### config.mk
export PLATFORM = sky130hd
export DESIGN_NAME = ild_top
export DESIGN_NICKNAME = d
export VERILOG_FILES = /design/src/ild_pkg.sv /design/src/ild_smp_if.sv /design/src/ild_dly.sv /design/src/ild_rect.sv /design/src/ild_top.sv
export SDC_FILE = /design/constraint.sdc
export NUM_CORES = 1
export LEC_CHECK = 0
export ABC_AREA = 1
export ABC_CLOCK_PERIOD_IN_PS = 15070
export BUFFER_PORTS_ARGS = -buffer_cell sky130_fd_sc_hd__buf_2
export CORE_AREA = 2 2 244 246
export CTS_CLUSTER_DIAMETER = 60
export DETAILED_ROUTE_END_ITERATION = 10
export DIE_AREA = 0 0 246 248
export REMOVE_ABC_BUFFERS = 1
export SYNTH_ARGS = -nofsm -noshare
export SYNTH_HDL_FRONTEND = slang
export SYNTH_HIERARCHICAL = 1
export SYNTH_SLANG_ARGS = --single-unit
### constraint.sdc
create_clock -name ref_clk -period 15.07 [get_ports ref_clk]
set_input_delay 0.7535 -clock ref_clk [delete_from_list [all_inputs] [get_ports ref_clk]]
set_output_delay 0.7535 -clock ref_clk [all_outputs]
set_load 0.03 [all_outputs]
### src/ild_pkg.sv
// constants for the input level detector
package ild_pkg;

  // ----------------------------------------------------------------
  // register offsets (address port holds the printed offsets)
  // ----------------------------------------------------------------
  localparam logic [15:0] ILD_OFS_CFG    = 16'hf805; // detector configuration
  localparam logic [15:0] ILD_OFS_START  = 16'hf806; // start strobe (write), level read
  localparam logic [15:0] ILD_OFS_TEST   = 16'hf807; // processor test input word
  localparam logic [15:0] ILD_OFS_TSTRB  = 16'hf808; // test input strobe location
  localparam logic [15:0] ILD_OFS_INCTL  = 16'hf810; // input control
  localparam logic [15:0] ILD_OFS_STAT   = 16'hf811; // sticky status
  localparam logic [15:0] ILD_OFS_MASK   = 16'hf812; // interrupt mask

  // ----------------------------------------------------------------
  // configuration fields
  // ----------------------------------------------------------------
  localparam int          ILD_CFG_W      = 22;       // stored bits 21:0
  localparam int          ILD_CFG_RECT   = 21;       // rectify
  localparam int          ILD_CFG_FREE   = 20;       // free run
  localparam int          ILD_CFG_LEAK   = 18;       // leak factor lsb, 2 bits
  localparam int          ILD_CFG_MODE   = 16;       // detector mode lsb, 2 bits
  localparam int          ILD_CFG_IVL    = 0;        // interval lsb, 16 bits
  localparam logic [21:0] ILD_CFG_RST    = 22'h000000;

  // ----------------------------------------------------------------
  // input control fields
  // ----------------------------------------------------------------
  localparam int          ILD_IC_TSEL    = 0;        // detector takes test word
  localparam int          ILD_IC_INTERP  = 3;        // interpolated mode
  localparam int          ILD_IC_DMX     = 4;        // demux delay lsb, 3 bits
  localparam int          ILD_IC_TLVL    = 11;       // test strobe level
  localparam int          ILD_IC_TSRC    = 12;       // test strobe from write pulse
  localparam logic [12:0] ILD_IC_RST     = 13'h0000;

  // ----------------------------------------------------------------
  // status and detector constants
  // ----------------------------------------------------------------
  localparam int          ILD_ST_DONE    = 1;        // interval complete
  localparam logic [1:0]  ILD_ST_RST     = 2'h0;
  localparam int          ILD_FRAC       = 16;       // fraction bits of accumulator
  localparam int          ILD_DMX_MAX    = 7;        // deepest demux delay

  // detector modes
  typedef enum logic [1:0] {
    ILD_LEAKY = 2'h0,
    ILD_PEAK  = 2'h1,
    ILD_INTEG = 2'h2,
    ILD_RSVD  = 2'h3
  } ild_mode_t;

endpackage : ild_pkg

### src/ild_smp_if.sv
// sample path between the detector core and its strobe delay line
`timescale 1ns/1ns
interface ild_smp_if;
  logic        strobe_raw; // undelayed sample strobe
  logic [15:0] sample_raw; // undelayed sample
  logic [2:0]  dmx;        // delay in clocks
  logic        strobe_dly; // strobe after delay
  logic [15:0] sample_cap; // sample taken at the delayed strobe clock

  modport core (output strobe_raw, output sample_raw, output dmx, input strobe_dly, input sample_cap);
  modport dly  (input strobe_raw, input sample_raw, input dmx, output strobe_dly, output sample_cap);
endinterface : ild_smp_if

### src/ild_dly.sv
// demultiplex delay line for the sample strobe
`timescale 1ns/1ns
module ild_dly
  import ild_pkg::*;
(
  input  wire logic ref_clk,
  input  wire logic nrst,
  ild_smp_if.dly    smp
);

  // ----------------------------------------------------------------
  // delay taps
  // ----------------------------------------------------------------
  logic [ILD_DMX_MAX-1:0] tap_r;      // strobe history, tap 0 is one clock old

  // shift strobe history each clock; the sample itself needs no history
  always_ff @(posedge ref_clk or negedge nrst) begin
    if (!nrst) begin
      tap_r <= '0;
    end else begin
      tap_r <= {tap_r[ILD_DMX_MAX-2:0], smp.strobe_raw};
    end
  end

  // pick the tap; sample is the one on the bus at the delayed clock
  always_comb begin
    if (smp.dmx == 3'h0) begin // zero delay
      smp.strobe_dly = smp.strobe_raw;
    end else begin // one to seven clocks
      smp.strobe_dly = tap_r[smp.dmx - 3'h1];
    end
    smp.sample_cap = smp.sample_raw;
  end

endmodule : ild_dly

### src/ild_rect.sv
// optional rectifier of a formatted sample
`timescale 1ns/1ns
module ild_rect (
  input  wire logic        en,   // rectify enable
  input  wire logic [15:0] din,  // two's complement sample
  output logic      [15:0] dout  // rectified sample
);

  // ones complement negative values only
  always_comb begin
    if (en && din[15]) begin // negative sample
      dout = ~din;
    end else begin // unmodified
      dout = din;
    end
  end

endmodule : ild_rect

### src/ild_top.sv
// input level detector: register file, interval counter and accumulator
//
// Overview of operation
// - Demux field delays capture zero to seven clocks
// - Gated mode updates only on enable strobe
// - Interpolated mode updates always, zero when strobed
// - Rectify ones-complements negative samples
// - Free run ignores interval; else stop
// - Leak code selects gain 1, 2^-8, -12, -16
// - Leaky: y = A*x + (1-A)*y
// - Mode 01 peak, 10 integrate, 11 holds
// - Interval field is sample count minus two
// - Start write clears accumulator, restarts counter
// - Interval finish sets status bit one
// - Processor test word selectable as input
// - Test strobe from bit 11 or write pulse
// - Strobe-location write makes one test strobe
//
// Decided for this implementation: the address-and-strobe port.
`timescale 1ns/1ns
module ild_top
  import ild_pkg::*;
(
  input  wire logic        ref_clk,
  input  wire logic        nrst,
  input  wire logic [15:0] reg_addr,
  input  wire logic [31:0] reg_wdata,
  input  wire logic        reg_wr,
  input  wire logic        reg_rd,
  output logic      [31:0] reg_rdata,
  input  wire logic [15:0] sample_in,
  input  wire logic        input_sample_strobe,
  output logic             irq
);

  // ----------------------------------------------------------------
  // register file
  // ----------------------------------------------------------------
  logic [ILD_CFG_W-1:0] cfg_r;       // detector configuration
  logic [12:0]          inctl_r;     // input control
  logic [15:0]          test_r;      // processor test word
  logic [1:0]           stat_r;      // sticky status
  logic [1:0]           mask_r;      // interrupt mask
  logic [31:0]          rdata_r;     // read data, one cycle after strobe
  logic                 irq_r;       // interrupt level
  logic                 tpulse_r;    // write pulse at strobe location

  // decoded write strobes
  logic                 wr_cfg;
  logic                 wr_start;
  logic                 wr_test;
  logic                 wr_tstrb;
  logic                 wr_inctl;
  logic                 wr_stat;
  logic                 wr_mask;

  assign wr_cfg   = reg_wr && (reg_addr == ILD_OFS_CFG);
  assign wr_start = reg_wr && (reg_addr == ILD_OFS_START);
  assign wr_test  = reg_wr && (reg_addr == ILD_OFS_TEST);
  assign wr_tstrb = reg_wr && (reg_addr == ILD_OFS_TSTRB);
  assign wr_inctl = reg_wr && (reg_addr == ILD_OFS_INCTL);
  assign wr_stat  = reg_wr && (reg_addr == ILD_OFS_STAT);
  assign wr_mask  = reg_wr && (reg_addr == ILD_OFS_MASK);

  // configuration fields
  logic                 rect_en;
  logic                 free_run;
  logic [1:0]           leak;
  ild_mode_t            mode;
  logic [15:0]          ivl;

  assign rect_en  = cfg_r[ILD_CFG_RECT];
  assign free_run = cfg_r[ILD_CFG_FREE];
  assign leak     = cfg_r[ILD_CFG_LEAK +: 2];
  assign mode     = ild_mode_t'(cfg_r[ILD_CFG_MODE +: 2]);
  assign ivl      = cfg_r[ILD_CFG_IVL +: 16];

  // configuration, input control and test word
  always_ff @(posedge ref_clk or negedge nrst) begin
    if (!nrst) begin
      cfg_r   <= ILD_CFG_RST;
      inctl_r <= ILD_IC_RST;
      test_r  <= 16'h0000;
      mask_r  <= ILD_ST_RST;
    end else begin
      if (wr_cfg)   cfg_r   <= reg_wdata[ILD_CFG_W-1:0];
      if (wr_inctl) inctl_r <= reg_wdata[12:0];
      if (wr_test)  test_r  <= reg_wdata[15:0];
      if (wr_mask)  mask_r  <= reg_wdata[1:0];
    end
  end

  // one clock test strobe per write to the strobe location
  always_ff @(posedge ref_clk or negedge nrst) begin
    if (!nrst) begin
      tpulse_r <= 1'b0;
    end else begin
      tpulse_r <= wr_tstrb;
    end
  end

  // ----------------------------------------------------------------
  // sample source and strobe delay
  // ----------------------------------------------------------------
  ild_smp_if smp ();

  logic                 test_stb;    // strobe of the test word

  // test strobe from level bit or from write pulse
  always_comb begin
    if (inctl_r[ILD_IC_TSRC]) begin // write pulse source
      test_stb = tpulse_r;
    end else begin // level bit source
      test_stb = inctl_r[ILD_IC_TLVL];
    end
  end

  // pin or test word feeds the delay line
  assign smp.strobe_raw = inctl_r[ILD_IC_TSEL] ? test_stb : input_sample_strobe;
  assign smp.sample_raw = inctl_r[ILD_IC_TSEL] ? test_r : sample_in;
  assign smp.dmx        = inctl_r[ILD_IC_DMX +: 3];

  ild_dly u_dly (
    .ref_clk (ref_clk),
    .nrst    (nrst),
    .smp     (smp)
  );

  logic [15:0]          rect_x;      // rectified sample
  logic [15:0]          x_in;        // detector input
  logic                 interp;      // interpolated mode
  logic                 upd;         // detector update this clock

  ild_rect u_rect (
    .en   (rect_en),
    .din  (smp.sample_cap),
    .dout (rect_x)
  );

  assign interp = inctl_r[ILD_IC_INTERP];

  // zero the input on strobe in interpolated mode
  assign x_in = (interp && smp.strobe_dly) ? 16'h0000 : rect_x;

  // ----------------------------------------------------------------
  // interval counter
  // ----------------------------------------------------------------
  logic [16:0]          cnt_r;       // samples left minus one
  logic                 run_r;       // interval measurement active
  logic                 active;      // accumulator may change
  logic                 done_evt;    // last sample of the interval

  // a start in the same clock as the last sample wins, so no stale done
  // free run bypasses the interval counter
  assign active   = free_run || run_r;
  assign upd      = active && (interp || smp.strobe_dly);
  assign done_evt = !wr_start && run_r && upd && (cnt_r == 17'h00000);

  // load field plus one, count updates down to zero
  always_ff @(posedge ref_clk or negedge nrst) begin
    if (!nrst) begin
      cnt_r <= 17'h00000;
      run_r <= 1'b0;
    end else if (wr_start) begin // restart
      cnt_r <= {1'b0, ivl} + 17'h00001; // field + 2 samples
      run_r <= 1'b1;
    end else if (run_r && upd) begin
      if (cnt_r == 17'h00000) begin // interval over
        run_r <= 1'b0;
      end else begin
        cnt_r <= cnt_r - 17'h00001;
      end
    end
  end

  // ----------------------------------------------------------------
  // accumulator
  // ----------------------------------------------------------------
  logic signed [47:0]   acc_r;       // leaky and peak scaled by 2^16
  logic signed [47:0]   x_ext;       // input, scaled
  logic signed [47:0]   x_int;       // input, unscaled
  logic signed [47:0]   diff;        // input minus output
  logic signed [47:0]   leak_step;   // A times difference
  logic signed [47:0]   acc_nxt;

  assign x_ext = {{16{x_in[15]}}, x_in, 16'h0000};
  assign x_int = {{32{x_in[15]}}, x_in};
  assign diff  = x_ext - acc_r;

  // leak gain as an arithmetic shift
  always_comb begin
    unique case (leak)
      2'h0: leak_step = diff;
      2'h1: leak_step = diff >>> 8;
      2'h2: leak_step = diff >>> 12;
      2'h3: leak_step = diff >>> 16;
    endcase
  end

  // next value per detector mode
  always_comb begin
    unique case (mode)
      ILD_LEAKY: acc_nxt = acc_r + leak_step;
      ILD_PEAK:  acc_nxt = (x_ext > acc_r) ? x_ext : acc_r;
      ILD_INTEG: acc_nxt = acc_r + x_int;
      ILD_RSVD:  acc_nxt = acc_r;                              // hold
    endcase
  end

  // clear on start, else update when enabled
  always_ff @(posedge ref_clk or negedge nrst) begin
    if (!nrst) begin
      acc_r <= 48'sh0;
    end else if (wr_start) begin // clear
      acc_r <= 48'sh0;
    end else if (upd) begin
      acc_r <= acc_nxt;
    end
  end

  // integrator keeps the raw low word, long runs of large samples wrap
  // level as read: scaled modes drop the fraction
  logic [31:0]          level;
  assign level = (mode == ILD_INTEG) ? acc_r[31:0] : acc_r[ILD_FRAC +: 32];

  // ----------------------------------------------------------------
  // status and interrupt
  // ----------------------------------------------------------------
  // sticky done, write one to clear, set wins
  always_ff @(posedge ref_clk or negedge nrst) begin
    if (!nrst) begin
      stat_r <= ILD_ST_RST;
    end else begin
      if (wr_stat) stat_r <= stat_r & ~reg_wdata[1:0];
      if (done_evt) stat_r[ILD_ST_DONE] <= 1'b1;
    end
  end

  // registered so the pin never glitches on a status write
  // level interrupt from unmasked status
  always_ff @(posedge ref_clk or negedge nrst) begin
    if (!nrst) begin
      irq_r <= 1'b0;
    end else begin
      irq_r <= |(stat_r & mask_r);
    end
  end

  // ----------------------------------------------------------------
  // read port
  // ----------------------------------------------------------------
  // read data valid one cycle after the strobe, zero otherwise
  always_ff @(posedge ref_clk or negedge nrst) begin
    if (!nrst) begin
      rdata_r <= 32'h0000_0000;
    end else if (reg_rd) begin
      unique case (reg_addr)
        ILD_OFS_CFG:   rdata_r <= {10'h000, cfg_r};
        ILD_OFS_START: rdata_r <= level;
        ILD_OFS_TEST:  rdata_r <= {16'h0000, test_r};
        ILD_OFS_INCTL: rdata_r <= {19'h00000, inctl_r};
        ILD_OFS_STAT:  rdata_r <= {30'h0, stat_r};
        ILD_OFS_MASK:  rdata_r <= {30'h0, mask_r};
        default:       rdata_r <= 32'h0000_0000; // unmapped
      endcase
    end else begin
      rdata_r <= 32'h0000_0000;
    end
  end

  assign reg_rdata = rdata_r;
  assign irq       = irq_r;
endmodule : ild_top

==> metrics.csv <==
metric,value,unit
status,"finished, final reports clean",
wire_per_inst,18.60,um
core,58460,sq um
synth.largest_area_cell,dfrtp_1,
cp_common_cell,nand2_1,
clock-root-buffer,clkbuf_16,
cap_violations,0,
ys_seq_area_frac,0.2496,
vias_per_cell,5.156,
clock_sinks,162,
slew_headroom,0.2534,
synthToLayoutAreaGrowth,10.13,%
start_kind,flip-flop,
fin_skew,24.53,ps
cp.required,15430,ps
antenna_found_initial,1,
max_freq,0.1388,GHz
synth_warnings,6,
crit_arrival,7560,ps
dr.pass1.iters,6,
num-fill-cells,6512,
setup_viol,0,
grt_pass1_vias,16520,
muxShareOfSynthArea,0.01387,
path_max_fanout,36,
route.detailed.drc,0,
synth_adder_area_share,0.06210,
finalMaxSlewViolations,0,
grt_setup_unrepaired,false,
grt_max_degree,98,
whs,370.7,ps
chipHeight,248,um
cts_resized,0,
routed_wl,62.77,mm
drive_above_1_share,0.09538,
numCtsBuffers,17,
synthSimpleGateAreaFrac,0.3295,
fp.dieArea,61010,sq um
drtIter0Drc,1906,
synth_edf_count,0,
clockBufferDepth,2,
final_common_cell,nand2_1,
cts_max_level,4,
final_cell_mix,"680 x nand2_1, 328 x inv_1, 233 x nor2_1",
syn_area,16240,sq um
powerDensity,240.1,nW/um^2
rows,89,
yosys.area.top_type_share,0.2496,
worstMarginPinSlew,1117,ps
synth_compound_area_frac,0.1953,
nets,2736,
timing.final.crit_period,7207,ps
syn-mean-instance-area,6.359,sq um
io_pins,102,
cts_hold_buf,0,
insertion_delay,470,ps
async_flop_share,1.000,
ant_nets,0,
cp-end-kind,flip-flop,
max_stage_delay,590,ps
synth_area_leaders,"dfrtp_1 25%, nand2_1 16%, inv_1 7.6%",
synth_seq_cells,162,
synth_top_flop_cell,dfrtp_1,
cts_tree,yes,
grt_overflow,0,
setup-tns-final,0,ps
num_vias,17400,
gp_congestion,1.039,
post-route-period-util,0.4782,
synthCells,2554,
grt_pass1_wl,95.85,mm
hp-class,primary input to async pin,
dpl.hpwl,50.63,mm
ys_types,66,
hold_viol,0,
synth_top_family_by_area,simple AND/OR/NAND/NOR gates,
post_cts.repair.setup_buffers,0,
slowest_stage,inv_1,
vdd_ir_drop_max,0.0001000,V
cts.clk_slew.worst_paths,80,ps
die_x,246,um
start_util,0.2778,
synth_xor_area_frac,0.03767,
grtUsageTotal,0.2051,
criticalPathCategory,flip-flop to flip-flop,
portBuffers,91,
p_leak,0.008641,uW
==> where the power goes <==
part / switching (uW) / internal (uW) / total [uW]
clock network: 235 / 226 / 461
registers: 138 / 527 / 665
logic: 2130 / 1040 / 3170
==> layout make-up <==
| type | instances | area [sq um] | area share |
|---|---|---|---|
| flip-flops and latches | 162 | 4054 | 0.2267 |
| diodes | 1 | 2.502 | 0.0001399 |
| multi-input cells | 1957 | 10380 | 0.5803 |
| well taps | 773 | 967.2 | 0.05407 |
| clock inverters | 15 | 191.4 | 0.01070 |
| inverters | 343 | 1292 | 0.07226 |
| clock buffers | 17 | 425.4 | 0.02378 |
| repair buffers | 106 | 574.3 | 0.03211 |
==> metal layers <==
| metal | GRT usage | vias up | part of all wire |
|---|---|---|---|
| met1 | 0.2716 | 8054 | 0.44 |
| met3 | 0.02725 | 146 | 0.069 |
| met4 | 0.09465 | 0 | 0.045 |
| met2 | 0.3310 | 728 | 0.45 |
| met5 | 0 | - | 0 |
| li1 | - | 8470 | - |
==> registers in the layout (all words and copies together) (netlist names) <==
name and flops:
mask_r 2, acc_r 48, cnt_r 17, tpulse_r 1, irq 1, reg_rdata 32, run_r 1, stat_r 2
cfg_r 22, u_dly/tap_r 7, inctl_r 13, test_r 16
==> synthesized netlist by cell type, drive strengths merged, types with 12 or more instances <==
library cell,n
nand2,708
inv,340
o21ai,250
nor2,249
nand3,181
dfrtp,162
a21oi,137
ha,79
clkbuf,54
xor2,54
buf,38
nor3,35
nand4,34
o211ai,31
a31oi,30
mux2,20
o22ai,19
xnor2,15
a211oi,12
a21boi,12
o21bai,12
==> metrics by stage <==
step	power (uW)	utilization	area [sq um]	instances	setup WS [ps]
6_report	4295	0.3059	17890	3374	7863
5_1_grt	4697	0.3059	17890	3374	7247
4_1_cts	4226	0.3059	17880	3373	7918
3_5_place_dp	3746	0.2953	17270	3341	7943
3_3_place_gp	3745	0.2953	17270	3341	7920
2_1_floorplan	2844	-	15720	2462	7731
==> final timing paths <==
kind,startpoint,to,slack (ps),cells after the start
worst max-delay path,inctl_r[4],acc_r[44],7860,36
worst min-delay path,nrst,u_dly/tap_r[1],370,1
worst max register to register,inctl_r[4],acc_r[44],7860,36
worst min register to register,u_dly/tap_r[5],u_dly/tap_r[6],380,0
max in group asynchronous,nrst,acc_r[37],13260,2
min in group ref_clk,u_dly/tap_r[5],u_dly/tap_r[6],380,0
==> critical path: cells and delay by family, from the launching register on <==
kind                       cells  cell delay (ps)
AOI/OAI and AO/OA              6             1280
adders and majority gates      3             1110
buffers and inverters          6             1050
DFF                            1              500
and+or+nand+nor               21             3150
==> kinds of logic (layout without fill, tap and decap cells) <==
family,count (synthesis),in the layout
AND/OR/NAND/NOR,1236,1236
XOR/XNOR,69,69
other,0,1
multiplexers,20,20
adder cells (fa/ha/maj),80,80
flip-flops,162,162
AO/OA/AOI/OAI,552,552
buffers and inverters,435,481
Note: power is estimated with default switching activity, not from simulation.
